`src/hw/pfm_pkg.sv`:
```
// Constants, register map and pin function decoding for the upper port pin multiplexer.
// Assumes an APB4 slave port on pclk and a 32-pin general-purpose port.
// Summary of operation
// [RL1] Select register gives pins 16..31 two-bit fields, all zero after reset.
// [RL2] Direction register steers a pin only while its field selects plain port I/O.
// [RL3] Primary debug ports are enabled only by the debug-select level caught at reset; JTAG inputs from pins 27..30 pass before it is caught.
// [RL4] Fields of pins 17..31 act only when debug-select was low at reset.
// [RL5] Value 01 routes pin 17 to timer-1 capture 2, pin 18 to capture 3.
// [RL6] One write sets chosen outputs, another clears chosen outputs, others unchanged.
// [RL7] Output register reads back; pin levels read separately.
// [RL8] All port pins are inputs after reset.
// [RL9] Mask register limits fast-group accesses to unmasked bits; fast direction writes and reads ignore the mask.
// [RL10] Fast-group registers take byte writes; one word write sets the whole port.
// [RL11] Legacy and fast register groups control the same pins.
// [RL12] Software never enables both serial controllers sharing the pins at once.
// [RL13] Slave-select input is not needed by the serial controller in master mode.
// [RL14] Software writes only listed field encodings; others are reserved.
package pfm_pkg;

   // Register byte addresses.
   localparam logic [31:0] PFM_SEL_HIGH_ADDR  = 32'hE002_C004;
   localparam logic [31:0] PFM_LEG_VALUE_ADDR = 32'hE002_8000;
   localparam logic [31:0] PFM_LEG_SET_ADDR   = 32'hE002_8004;
   localparam logic [31:0] PFM_LEG_DIR_ADDR   = 32'hE002_8008;
   localparam logic [31:0] PFM_LEG_CLR_ADDR   = 32'hE002_800C;
   localparam logic [31:0] PFM_FAST_DIR_ADDR  = 32'hE002_D000;
   localparam logic [31:0] PFM_FAST_MASK_ADDR = 32'hE002_D010;
   localparam logic [31:0] PFM_FAST_PIN_ADDR  = 32'hE002_D014;
   localparam logic [31:0] PFM_FAST_SET_ADDR  = 32'hE002_D018;
   localparam logic [31:0] PFM_FAST_CLR_ADDR  = 32'hE002_D01C;

   // Reset values.
   localparam logic [31:0] PFM_SEL_RESET  = 32'h0000_0000;
   localparam logic [31:0] PFM_DIR_RESET  = 32'h0000_0000;
   localparam logic [31:0] PFM_OUT_RESET  = 32'h0000_0000;
   localparam logic [31:0] PFM_MASK_RESET = 32'h0000_0000;
   localparam logic        PFM_DEBUG_RESET = 1'b1;

   // Strap capture: clock edge after reset release at which the synchronised level is taken.
   // The second synchroniser stage first holds the pin level after edge 2, so edge 3 takes it.
   localparam logic [1:0] PFM_STRAP_EDGE = 2'h3;

   // Field encodings and pin layout.
   localparam logic [1:0] PFM_FSEL_GPIO = 2'h0;
   localparam logic [1:0] PFM_FSEL_ALT1 = 2'h1;
   localparam logic [1:0] PFM_FSEL_ALT2 = 2'h2;
   localparam int unsigned PFM_FIRST_PIN  = 16;
   localparam int unsigned PFM_GATED_PIN  = 17;
   localparam int unsigned PFM_TRACE_LAST = 26;
   localparam int unsigned PFM_TDO_PIN    = 31;
   localparam int unsigned PFM_TRACE_W    = 10;

   // Pins whose encoding 01 is an input, 01 an output, 10 an output.
   localparam logic [31:0] PFM_ALT1_IN_PINS  = 32'h7807_0000;
   localparam logic [31:0] PFM_ALT1_OUT_PINS = 32'h8038_0000;
   localparam logic [31:0] PFM_ALT2_OUT_PINS = 32'h0001_0000;

   typedef enum logic [1:0] {KIND_GPIO, KIND_IN, KIND_OUT, KIND_RSVD} pfm_kind_e;

   // Kind of function that a field value gives a pin.
   function automatic pfm_kind_e pfm_kind(input int unsigned pin, input logic [1:0] fsel);
      pfm_kind_e k;
      k = KIND_RSVD;
      case (fsel)
         PFM_FSEL_GPIO: k = KIND_GPIO;
         PFM_FSEL_ALT1: begin
            if (PFM_ALT1_IN_PINS[pin[4:0]]) k = KIND_IN;
            else if (PFM_ALT1_OUT_PINS[pin[4:0]]) k = KIND_OUT;
         end
         PFM_FSEL_ALT2: begin
            if (PFM_ALT2_OUT_PINS[pin[4:0]]) k = KIND_OUT;
         end
         default: k = KIND_RSVD;
      endcase
      return k;
   endfunction

   // Expands byte strobes to a bit mask.
   function automatic logic [31:0] pfm_lanes(input logic [3:0] strb);
      logic [31:0] m;
      m = 32'h0000_0000;
      for (int b = 0; b < 4; b++) begin
         if (strb[b]) m[8*b +: 8] = 8'hFF;
      end
      return m;
   endfunction

endpackage : pfm_pkg

```
`src/hw/pfm_upper_mux.sv`:
```
// Pin function multiplexer for port pins 16..31 plus the port I/O registers.
// Assumes an APB4 master on pclk, pad levels arriving asynchronously, and
// peripherals that sit on pclk.
module pfm_upper_mux
   import pfm_pkg::*;
(
   // Clock and reset.
   input  wire logic        pclk,
   input  wire logic        presetn,
   // APB slave.
   input  wire logic        psel,
   input  wire logic        penable,
   input  wire logic        pwrite,
   input  wire logic [31:0] paddr,
   input  wire logic [31:0] pwdata,
   input  wire logic [3:0]  pstrb,
   output logic             pready,
   output logic [31:0]      prdata,
   output logic             pslverr,
   // Pads.
   input  wire logic [31:0] pad_in,
   output logic [31:0]      pad_out,
   output logic [31:0]      pad_oe,
   // Debug strap and debug ports.
   input  wire logic        debug_select_input,
   output logic             primary_debug_enable,
   input  wire logic [9:0]  trace_data,
   input  wire logic        jtag_tdo,
   output logic             jtag_trst,
   output logic             jtag_tms,
   output logic             jtag_tck,
   output logic             jtag_tdi,
   // Peripheral outputs toward the pins.
   input  wire logic        timer0_match2,
   input  wire logic        timer1_match2,
   input  wire logic        timer1_match3,
   input  wire logic        pulse_output_five,
   // Peripheral inputs from the pins.
   output logic             external_interrupt_line_0,
   output logic             timer1_capture2,
   output logic             timer1_capture3,
   // Serial controller slave select.
   input  wire logic        spi_master_mode,
   input  wire logic        spi_select_pin,
   output logic             spi_slave_select
);

   // Synchronisers for pads, strap and slave select.
   logic [31:0] pad_meta;
   logic [31:0] pad_sync;
   logic        strap_meta;
   logic        strap_sync;
   logic        ssel_meta;
   logic        ssel_sync;
   logic [31:0] next_pad_meta;
   logic [31:0] next_pad_sync;
   logic        next_strap_meta;
   logic        next_strap_sync;
   logic        next_ssel_meta;
   logic        next_ssel_sync;

   always_comb begin
      next_pad_meta   = pad_in;
      next_pad_sync   = pad_meta;
      next_strap_meta = debug_select_input;
      next_strap_sync = strap_meta;
      next_ssel_meta  = spi_select_pin;
      next_ssel_sync  = ssel_meta;
   end

   always_ff @(posedge pclk or negedge presetn) begin
      if (!presetn) begin
         pad_meta   <= 32'h0000_0000;
         pad_sync   <= 32'h0000_0000;
         strap_meta <= 1'b0;
         strap_sync <= 1'b0;
         ssel_meta  <= 1'b1;
         ssel_sync  <= 1'b1;
      end else begin
         pad_meta   <= next_pad_meta;
         pad_sync   <= next_pad_sync;
         strap_meta <= next_strap_meta;
         strap_sync <= next_strap_sync;
         ssel_meta  <= next_ssel_meta;
         ssel_sync  <= next_ssel_sync;
      end
   end

   // Debug strap: the level is caught once, shortly after reset release, and then frozen.
   logic [1:0] strap_cnt;
   logic       debug_mode;
   logic [1:0] next_strap_cnt;
   logic       next_debug_mode;

   always_comb begin
      next_strap_cnt  = strap_cnt;
      next_debug_mode = debug_mode;
      if (strap_cnt != PFM_STRAP_EDGE) begin
         next_strap_cnt = strap_cnt + 2'h1;
         if (strap_cnt + 2'h1 == PFM_STRAP_EDGE) next_debug_mode = strap_sync; // RL3
      end
   end

   always_ff @(posedge pclk or negedge presetn) begin
      if (!presetn) begin
         strap_cnt  <= 2'h0;
         debug_mode <= PFM_DEBUG_RESET;
      end else begin
         strap_cnt  <= next_strap_cnt;
         debug_mode <= next_debug_mode;
      end
   end

   // Register file.
   logic [31:0] sel_high;
   logic [31:0] dir_reg;
   logic [31:0] out_reg;
   logic [31:0] mask_reg;
   logic [31:0] next_sel_high;
   logic [31:0] next_dir_reg;
   logic [31:0] next_out_reg;
   logic [31:0] next_mask_reg;
   logic [31:0] lanes;
   logic [31:0] fast_bits;
   logic        access;
   logic        mapped;

   function automatic logic addr_mapped(input logic [31:0] a);
      return a == PFM_SEL_HIGH_ADDR || a == PFM_LEG_VALUE_ADDR || a == PFM_LEG_SET_ADDR ||
             a == PFM_LEG_DIR_ADDR || a == PFM_LEG_CLR_ADDR || a == PFM_FAST_DIR_ADDR ||
             a == PFM_FAST_MASK_ADDR || a == PFM_FAST_PIN_ADDR || a == PFM_FAST_SET_ADDR ||
             a == PFM_FAST_CLR_ADDR;
   endfunction

   assign pready  = 1'b1;
   assign access  = psel && penable;
   assign mapped  = addr_mapped(paddr);
   assign pslverr = access && !mapped;

   always_comb begin
      next_sel_high = sel_high;
      next_dir_reg  = dir_reg;
      next_out_reg  = out_reg;
      next_mask_reg = mask_reg;
      lanes         = pfm_lanes(pstrb);
      fast_bits     = pwdata & lanes & ~mask_reg; // RL9 RL10
      if (access && pwrite) begin
         case (paddr)
            PFM_SEL_HIGH_ADDR:  next_sel_high = pwdata; // RL1
            PFM_LEG_VALUE_ADDR: next_out_reg  = pwdata; // RL11
            PFM_LEG_SET_ADDR:   next_out_reg  = out_reg | pwdata; // RL6
            PFM_LEG_CLR_ADDR:   next_out_reg  = out_reg & ~pwdata; // RL6
            PFM_LEG_DIR_ADDR:   next_dir_reg  = pwdata; // RL11
            PFM_FAST_DIR_ADDR:  next_dir_reg  = (dir_reg & ~lanes) | (pwdata & lanes); // RL10
            PFM_FAST_MASK_ADDR: next_mask_reg = (mask_reg & ~lanes) | (pwdata & lanes); // RL10
            PFM_FAST_PIN_ADDR: begin
               next_out_reg = (out_reg & ~(lanes & ~mask_reg)) | fast_bits; // RL9 RL10
            end
            PFM_FAST_SET_ADDR:  next_out_reg  = out_reg | fast_bits; // RL6 RL9
            PFM_FAST_CLR_ADDR:  next_out_reg  = out_reg & ~fast_bits; // RL6 RL9
            default: begin
            end
         endcase
      end
   end

   always_ff @(posedge pclk or negedge presetn) begin
      if (!presetn) begin
         sel_high <= PFM_SEL_RESET; // RL1
         dir_reg  <= PFM_DIR_RESET; // RL8
         out_reg  <= PFM_OUT_RESET;
         mask_reg <= PFM_MASK_RESET;
      end else begin
         sel_high <= next_sel_high;
         dir_reg  <= next_dir_reg;
         out_reg  <= next_out_reg;
         mask_reg <= next_mask_reg;
      end
   end

   // Read data is taken in the setup cycle so the access phase needs no wait.
   logic [31:0] next_prdata;

   always_comb begin
      next_prdata = prdata;
      if (psel && !penable && !pwrite) begin
         case (paddr)
            PFM_SEL_HIGH_ADDR:  next_prdata = sel_high;
            PFM_LEG_VALUE_ADDR: next_prdata = pad_sync; // RL7
            PFM_LEG_SET_ADDR:   next_prdata = out_reg; // RL7
            PFM_LEG_DIR_ADDR:   next_prdata = dir_reg;
            PFM_FAST_DIR_ADDR:  next_prdata = dir_reg; // RL11
            PFM_FAST_MASK_ADDR: next_prdata = mask_reg;
            PFM_FAST_PIN_ADDR:  next_prdata = pad_sync & ~mask_reg; // RL7 RL9
            PFM_FAST_SET_ADDR:  next_prdata = out_reg & ~mask_reg; // RL7 RL9
            default:            next_prdata = 32'h0000_0000;
         endcase
      end
   end

   always_ff @(posedge pclk or negedge presetn) begin
      if (!presetn) prdata <= 32'h0000_0000;
      else prdata <= next_prdata;
   end

   // Pad and peripheral routing.
   pfm_kind_e   kind;
   logic [1:0]  fsel;
   logic [31:0] periph_out;
   logic [31:0] in_sel;
   logic [31:0] next_pad_out;
   logic [31:0] next_pad_oe;
   logic        next_external_interrupt_line_0;
   logic        next_cap2;
   logic        next_cap3;
   logic        next_trst;
   logic        next_tms;
   logic        next_tck;
   logic        next_tdi;
   logic        next_ssel;

   always_comb begin
      kind         = KIND_GPIO;
      fsel         = PFM_FSEL_GPIO;
      periph_out   = 32'h0000_0000;
      periph_out[16] = timer0_match2;
      periph_out[19] = timer1_match2;
      periph_out[20] = timer1_match3;
      periph_out[21] = pulse_output_five;
      periph_out[31] = jtag_tdo;
      in_sel       = 32'h0000_0000;
      next_pad_out = 32'h0000_0000;
      next_pad_oe  = 32'h0000_0000;
      next_pad_out[15:0] = out_reg[15:0];
      next_pad_oe[15:0]  = dir_reg[15:0]; // RL2 RL8
      for (int i = PFM_FIRST_PIN; i < 32; i++) begin
         fsel = sel_high[2*(i-PFM_FIRST_PIN) +: 2];
         if (i >= PFM_GATED_PIN && debug_mode) begin
            // Debug mode ignores the fields: trace out, then JTAG.
            // Outputs stay undriven until the strap is caught, so a low strap never contends.
            if (i <= PFM_TRACE_LAST || i == PFM_TDO_PIN) begin
               kind = (strap_cnt == PFM_STRAP_EDGE) ? KIND_OUT : KIND_RSVD; // RL4 RL8
            end else begin
               kind = KIND_IN; // RL4
            end
         end else begin
            kind = pfm_kind(i, fsel); // RL5 RL14
         end
         case (kind)
            KIND_GPIO: begin
               next_pad_out[i] = out_reg[i];
               next_pad_oe[i]  = dir_reg[i]; // RL2
            end
            KIND_OUT: begin
               next_pad_oe[i] = 1'b1; // RL2
               if (debug_mode && i >= PFM_GATED_PIN && i <= PFM_TRACE_LAST) begin
                  next_pad_out[i] = trace_data[i-PFM_GATED_PIN];
               end else begin
                  next_pad_out[i] = periph_out[i];
               end
            end
            KIND_IN: in_sel[i] = 1'b1; // RL2
            default: begin
            end
         endcase
      end
      next_external_interrupt_line_0 = in_sel[16] & pad_sync[16];
      next_cap2  = in_sel[17] & pad_sync[17]; // RL5
      next_cap3  = in_sel[18] & pad_sync[18]; // RL5
      next_trst  = in_sel[27] & pad_sync[27];
      next_tms   = in_sel[28] & pad_sync[28];
      next_tck   = in_sel[29] & pad_sync[29];
      next_tdi   = in_sel[30] & pad_sync[30];
      next_ssel  = spi_master_mode ? 1'b1 : ssel_sync; // RL13
   end

   always_ff @(posedge pclk or negedge presetn) begin
      if (!presetn) begin
         pad_out                   <= 32'h0000_0000;
         pad_oe                    <= 32'h0000_0000; // RL8
         external_interrupt_line_0 <= 1'b0;
         timer1_capture2           <= 1'b0;
         timer1_capture3           <= 1'b0;
         jtag_trst                 <= 1'b0;
         jtag_tms                  <= 1'b0;
         jtag_tck                  <= 1'b0;
         jtag_tdi                  <= 1'b0;
         spi_slave_select          <= 1'b1;
         primary_debug_enable      <= 1'b0;
      end else begin
         pad_out                   <= next_pad_out;
         pad_oe                    <= next_pad_oe;
         external_interrupt_line_0 <= next_external_interrupt_line_0;
         timer1_capture2           <= next_cap2;
         timer1_capture3           <= next_cap3;
         jtag_trst                 <= next_trst;
         jtag_tms                  <= next_tms;
         jtag_tck                  <= next_tck;
         jtag_tdi                  <= next_tdi;
         spi_slave_select          <= next_ssel;
         primary_debug_enable      <= debug_mode && strap_cnt == PFM_STRAP_EDGE; // RL3
      end
   end

endmodule // pfm_upper_mux

```
`config.mk`:
```
export PLATFORM = sky130hd
export DESIGN_NAME = pfm_upper_mux
export DESIGN_NICKNAME = d
export VERILOG_FILES = /design/src/hw/pfm_pkg.sv /design/src/hw/pfm_upper_mux.sv
export SDC_FILE = /design/constraint.sdc
export NUM_CORES = 1
export LEC_CHECK = 0
export BUFFER_PORTS_ARGS = -buffer_cell sky130_fd_sc_hd__buf_2
export CAP_MARGIN = 20
export CELL_PAD_IN_SITES_DETAIL_PLACEMENT = 1
export CELL_PAD_IN_SITES_GLOBAL_PLACEMENT = 1
export CORE_ASPECT_RATIO = 1.5
export CORE_MARGIN = 1.5
export CORE_UTILIZATION = 35
export DETAILED_ROUTE_END_ITERATION = 10
export PLACE_DENSITY_LB_ADDON = 0.08
export SETUP_SLACK_MARGIN = 0.05
export SLEW_MARGIN = 20
export SYNTH_ARGS = -nofsm -noshare
export SYNTH_HDL_FRONTEND = slang
export SYNTH_SLANG_ARGS = --single-unit
```
`constraint.sdc`:
```
create_clock -name pclk -period 9.2 [get_ports pclk]
set_clock_uncertainty 0.15 [all_clocks]
set_input_delay 1.84 -clock pclk [delete_from_list [all_inputs] [get_ports pclk]]
set_output_delay 1.84 -clock pclk [all_outputs]
set_load 0.01 [all_outputs]
```
==> results of run 1 <==
## kinds of logic after synthesis
group | after synthesis
xor+xnor | 1
buf+inv | 89
simple gates | 190
compound gates | 396
flops | 304
fa+ha+maj | 2
other cells | 1
mux | 132
## per-stage QoR
step	total power, mW	utilization	cell area [sq um]	worst slack (ps)
floorplan	1.488	-	13570	3628
finish	2.991	0.4257	16310	2667
global route	3.100	0.4255	16310	2469
global placement	1.605	0.3950	15140	2690
detailed placement	1.608	0.3957	15160	2643
CTS	3.040	0.4255	16310	2641
## area by class of cell
cell class,count,share of cell area
Antenna cell,2,0.0003068
Clock buffer,47,0.05891
Clock inverter,13,0.01112
Inverter,7,0.001611
Multi-Input combinational cell,722,0.3424
Sequential cell,304,0.4667
Tap cell,495,0.03797
Timing Repair Buffer,248,0.08101
## synthesized netlist by cell type (5+ instances only)
cell type,instances
a21boi_0,5
a21o_1,33
a21oi_1,32
a221oi_1,64
a22o_1,31
a22oi_1,32
a31o_2,5
a32o_1,6
and2_1,10
and3_1,5
buf_2,12
buf_6,7
clkbuf_1,57
dfrtp_1,300
inv_1,6
mux2_1,53
mux2_2,43
mux2i_1,36
nand2_1,40
nand2b_1,6
nand3_1,5
nor2_1,50
nor2b_1,32
nor3_1,9
o211ai_1,62
o21ai_0,68
o31a_1,31
o31ai_1,8
## power by group
group	leakage (nW)	switching, mW	internal, mW
registers	3.99	0.0218	1.37
logic	2.97	0.119	0.0670
clock network	0.555	0.566	0.846
total	7.51	0.707	2.28
## final timing paths
kind / cells after the start / to / startpoint
hold reg to reg: 0 / pad_sync[26] / next_pad_sync[26]
max in group asynchronous: 2 / prdata[5] / presetn
setup / recovery: 8 / pslverr / paddr[16]
min in group asynchronous: 1 / pad_sync[31] / presetn
hold / removal: 0 / pad_sync[26] / next_pad_sync[26]
setup reg to reg: 5 / pad_oe[26] / strap_cnt[0]
## layer usage
layer | vias to the layer above | track usage | wire length [um]
met3 | 86 | 0.03256 | 1578
met1 | 5507 | 0.2845 | 18650
met4 | 4 | 0.08128 | 1387
li1 | 4661 | - | -
met2 | 243 | 0.4241 | 24640
met5 | - | 0 | 22
## layout by cell type, fill, tap and decap left out, types with 5 or more instances in the layout
| master | netlist | final |
|---|---|---|
| dfrtp_1 | 300 | 300 |
| buf_2 | 12 | 227 |
| o21ai_0 | 68 | 68 |
| a221oi_1 | 64 | 64 |
| o211ai_1 | 62 | 62 |
| mux2_1 | 53 | 53 |
| nor2_1 | 50 | 50 |
| mux2_2 | 43 | 43 |
| nand2_1 | 40 | 40 |
| mux2i_1 | 36 | 36 |
| clkbuf_16 | 0 | 35 |
| a21o_1 | 33 | 33 |
| nor2b_1 | 32 | 32 |
| a22oi_1 | 32 | 32 |
| a21oi_1 | 32 | 32 |
| o31a_1 | 31 | 31 |
| a22o_1 | 31 | 31 |
| buf_4 | 3 | 19 |
| nor3_1 | 9 | 9 |
| and2_1 | 10 | 9 |
| o31ai_1 | 8 | 8 |
| clkbuf_1 | 57 | 8 |
| inv_1 | 6 | 6 |
| a32o_1 | 6 | 6 |
| nand2b_1 | 6 | 6 |
| a31o_2 | 5 | 5 |
| a21boi_0 | 5 | 5 |
| and3_1 | 5 | 5 |
==> flow_summary.yaml, run 1 <==
sta:
  fmaxAchievable_mhz: 153.1
  max_slew_margin: 0.2544
  hold_viol: 0
  setup_viol: 0
  rsz0062_at_grt: "no"
  tns_ps: 0
  drv_slew: 0
  period_needed_ps: 6533
  worstMarginPinSlew_ps: 1116
  hold_ws_ps: 191.0
  period_share: 0.7101
clock_tree:
  cts_tree: "yes"
  cts_root_buffer: "clkbuf_16"
  htreeDepth: 2
  ctsResizeCount: 0
  path_clk_slew_ps: 60
  clock_latency_ps: 530
  ctsHoldBuffers: 0
  post_cts_buffers: 0
  cts.sinks: 304
  cts_buffers: 34
  clk_path_buf_depth: 3
synthesis:
  synthAdderAreaFrac: 0.001843
  synth_edf_count: 0
  syn_area_per_cell_sq_um: 12.17
  synth_top_area_share: 0.5530
  ys_types: 66
  postSynth.asyncResetShare: 1.000
  synthTopCellsByArea: "dfrtp_1 55%, mux2_1 4.4%, a221oi_1 4.1%"
  synth_compound_area_frac: 0.2212
  syn_nets: 1240
  synth_flop_cell: "dfrtp_1"
  synthXorXnorAreaFrac: 0.0006452
  yosys.area_share.simple: 0.07862
  synth_top_family_by_area: "compound AO/OA/AOI/OAI gates"
  synthCells: 1115
  synth.yosys.seq_area_share: 0.5608
  synth_seq_cells: 304
  netlist_area_sq_um: 13570
  muxShareOfSynthArea: 0.1062
  ys_warn_count: 0
  yosysTopAreaCell: "dfrtp_1"
routing:
  dr.pass1.iters: 4
  vias_per_cell: 5.713
  wire_per_inst_um: 25.18
  initialDrtViolationCount: 501
  num_vias: 10501
  drt_wl_total_um: 46270
  drc: 0
  final_antenna_net_count: 0
global_route:
  antenna_found_initial: 4
  grt_pass1_vias: 11189
  grt_util_all_layers: 0.2357
  grt_max_degree: 93
  grt_pass1_wl_um: 70460
  global_route.overflow_total: 0
critical_path:
  rrSetupSlack_ps: 6690
  crit_family: "simple AND/OR/NAND/NOR gates"
  worstPathArrival_ps: 4540
  path_common_cell: "buf_2"
  required_ps: 7210
  critPathLaunchType: "input port"
  worstSetupPathType: "input port to primary output"
  cpMaxStageDelayCell: "nand4_1"
  cp_cell_sequence: "buf_2, nor4b_1, nand4_1, nor4b_4, buf_4, nor3_1, o211a_1, buf_2"
  cp_max_fo: 34
  crit_path_end_kind: "primary output"
  critPathBufInv: 3
  critPathMaxStageDelay_ps: 790
layout:
  drive_gt1_frac: 0.2819
  finalNonFillerCells: 1838
  final-seq-area_sq_um: 7612
  multi_input_area_sq_um: 5584
  nFillCells: 4183
  fin_nets: 1442
  syn_to_final_growth_pct: 20.16
flow_run:
  drv_cap: 0
power_and_ir_drop:
  power_density_nw_per_um2: 183.4
  peakVddDrop_mv: 0.1324
  leakage_nw: 7.513
die:
  chipWidth_um: 163.8
  dieArea_sq_um: 40000
  std_cell_rows: 88
  start_util: 0.3543
  fp.coreArea_sq_um: 38320
  ios: 230
  die_h_um: 244.2
placement:
  dp_hpwl_um: 29470
  gp_congestion: 0.7620
  dp_cells: 1776
  port_buffers: 228
worst_hold_path:
  hold_class: "flip-flop to flip-flop"
status:
  status: "completed"
No activity file was read; power rests on OpenSTA's default activity.
==> run 2: changes to the inputs <==
--- a/config.mk
+++ b/config.mk
@@ -5,6 +5,7 @@
 export SDC_FILE = /design/constraint.sdc
 export NUM_CORES = 1
 export LEC_CHECK = 0
+export ABC_AREA = 1
 export BUFFER_PORTS_ARGS = -buffer_cell sky130_fd_sc_hd__buf_2
 export CAP_MARGIN = 20
 export CELL_PAD_IN_SITES_DETAIL_PLACEMENT = 1
==> constraint.sdc (replaced) <==
create_clock -name pclk -period 5.7 [get_ports pclk]
set_clock_uncertainty 0.15 [all_clocks]
set_input_delay 1.14 -clock pclk [delete_from_list [all_inputs] [get_ports pclk]]
set_output_delay 1.14 -clock pclk [all_outputs]
set_load 0.01 [all_outputs]
==> flow_summary.yaml, run 2 <==
synthesis:
  synthTopCellsByArea: "dfrtp_1 48%, nand2_1 14%, nand3_1 6.9%"
  synth.yosys.seq_area_share: 0.4853
  muxShareOfSynthArea: 0
  synth_common_cells: "591 x nand2_1, 300 x dfrtp_1, 253 x nor2_1"
  postSynth.asyncResetShare: 1.000
  synth_seq_cells: 304
  yosys.area_share.simple: 0.3354
  ys_types: 48
  synth_flop_cell: "dfrtp_1"
  synthCells: 2058
  syn_area_per_cell_sq_um: 7.622
  syn_nets: 2183
  synthXorXnorAreaFrac: 0.0005583
  synth_compound_area_frac: 0.09588
  synth_edf_count: 0
  synth_top_family_by_area: "simple AND/OR/NAND/NOR gates"
  synth_top_area_share: 0.4786
  yosysMostFrequentCell: "nand2_1"
  synthAdderAreaFrac: 0.001595
  ys_warn_count: 0
  yosysTopAreaCell: "dfrtp_1"
  netlist_area_sq_um: 15690
routing:
  wire_per_inst_um: 22.32
  vias_per_cell: 5.348
  initialDrtViolationCount: 853
  num_vias: 15312
  drt_wl_total_um: 63890
  final_antenna_net_count: 0
  dr.pass1.iters: 4
  drc: 0
clock_tree:
  ctsResizeCount: 0
  cts.sinks: 304
  cts_tree: "yes"
  ctsHoldBuffers: 0
  clk_path_buf_depth: 3
  cts_root_buffer: "clkbuf_16"
  cts_buffers: 35
  path_clk_slew_ps: 60
  htreeDepth: 2
  post_cts_buffers: 0
  clock_latency_ps: 540
layout:
  drive_gt1_frac: 0.1860
  final-seq-area_sq_um: 7612
  nFillCells: 5521
  final_cell_mix: "591 x nand2_1, 300 x dfrtp_1, 252 x nor2_1"
  layout_commonest_cell: "nand2_1"
  fin_nets: 2385
  multi_input_area_sq_um: 6817
  final_area_sq_um: 18580
  syn_to_final_growth_pct: 18.42
sta:
  max_slew_margin: 0.3307
  fmaxAchievable_mhz: 223.3
  hold_viol: 0
  period_needed_ps: 4479
  drv_slew: 0
  worstMarginPinSlew_ps: 1003
  rsz0062_at_grt: "no"
  period_share: 0.7858
  setup_viol: 0
  tns_ps: 0
global_route:
  grt_max_degree: 104
  antenna_found_initial: 1
  grt_pass1_wl_um: 98020
  grt_util_all_layers: 0.2810
  global_route.overflow_total: 0
  grt_pass1_vias: 16098
critical_path:
  rrSetupSlack_ps: 2940
  cpMaxStageDelayCell: "nand3_2"
  critPathBufInv: 2
  worstSetupPathType: "input port to primary output"
  worstPathArrival_ps: 3190
  critPathMaxStageDelay_ps: 470
  path_common_cell: "nor2_1"
  cp_max_fo: 18
  critPathLaunchType: "input port"
  crit_path_end_kind: "primary output"
  crit_family: "simple AND/OR/NAND/NOR gates"
  cp_cell_sequence: "buf_2, nor2_1, nand3_1, nor2_1, nand2_2, nor2_8, nand3_2, nand2_1, nor2_1, nand2_1, nor3_1, buf_2"
  required_ps: 4410
die:
  chipWidth_um: 175.9
  dieArea_sq_um: 46120
  ios: 230
  fp.coreArea_sq_um: 44100
  die_h_um: 262.3
  start_util: 0.3557
  std_cell_rows: 94
placement:
  port_buffers: 228
  dp_hpwl_um: 43210
  placed_cell_area_sq_um: 17340
  gp_congestion: 0.8452
flow_run:
  drv_cap: 0
power_and_ir_drop:
  peakVddDrop_mv: 0.1986
  power_density_nw_per_um2: 264.9
  leakage_nw: 9.544
status:
  status: "completed"
worst_hold_path:
  hold_class: "flip-flop to flip-flop"
-- run 2: final cells by class --
| cell class | count | share of cell area |
|---|---|---|
| timing repair buffer | 257 | 0.07504 |
| multi-input combinational | 1451 | 0.3670 |
| tap | 576 | 0.03880 |
| clock inverter | 14 | 0.01098 |
| inverter | 211 | 0.04284 |
| antenna | 2 | 0.0002694 |
| sequential | 304 | 0.4098 |
| clock buffer | 48 | 0.05530 |
-- run 2: final timing paths --
| kind | from | endpoint | depth (start not counted) |
|---|---|---|---|
| max in group asynchronous | presetn | async pin | 2 |
| min in group asynchronous | presetn | sel_high[29] | 1 |
| hold / removal | next_pad_sync[8] | pad_sync[8] | 0 |
| setup reg to reg | debug_mode | pad_out[21] | 5 |
| setup / recovery | paddr[21] | pslverr | 12 |
| hold reg to reg | next_pad_sync[8] | pad_sync[8] | 0 |
-- run 2: cells by family after synthesis --
family                   after synthesis
AO/OA/AOI/OAI                        248
XOR/XNOR                               1
AND/OR/NAND/NOR                     1199
adder cells (fa/ha/maj)                2
buffers and inverters                303
flip-flops                           304
other                                  1
-- run 2: worst reg2reg max path, stage by stage (launching register included) --
cell and delay [ps]:
dfstp_2 940, nand2_1 430, inv_1 700, nor2_1 190
nor2_1 150, a22o_1 140
-- run 2: where the power goes --
part | switching [mW] | internal, mW
Clock | 0.936 | 1.49
Combinational | 0.194 | 0.0842
Sequential | 0.0207 | 2.19
Total | 1.15 | 3.77
-- run 2: metrics by stage --
stage	utilization	hold slack [ps]	instances	worst slack [ps]	power (mW)
final	0.4212	189.5	2863	1221	4.920
after global routing	0.4211	204.5	2862	1002	5.089
after CTS	0.4211	194.9	2861	1214	4.986
after detailed placement	0.3931	185.8	2799	1226	2.536
after global placement	0.3931	182.1	2799	1377	2.528
after floorplan	-	181.2	2058	2162	2.366
-- run 2: per-layer routing --
metal,part of all wire,GRT usage
met1,0.42,0.3549
met2,0.50,0.4880
met3,0.043,0.02826
met4,0.042,0.1134
met5,0,0
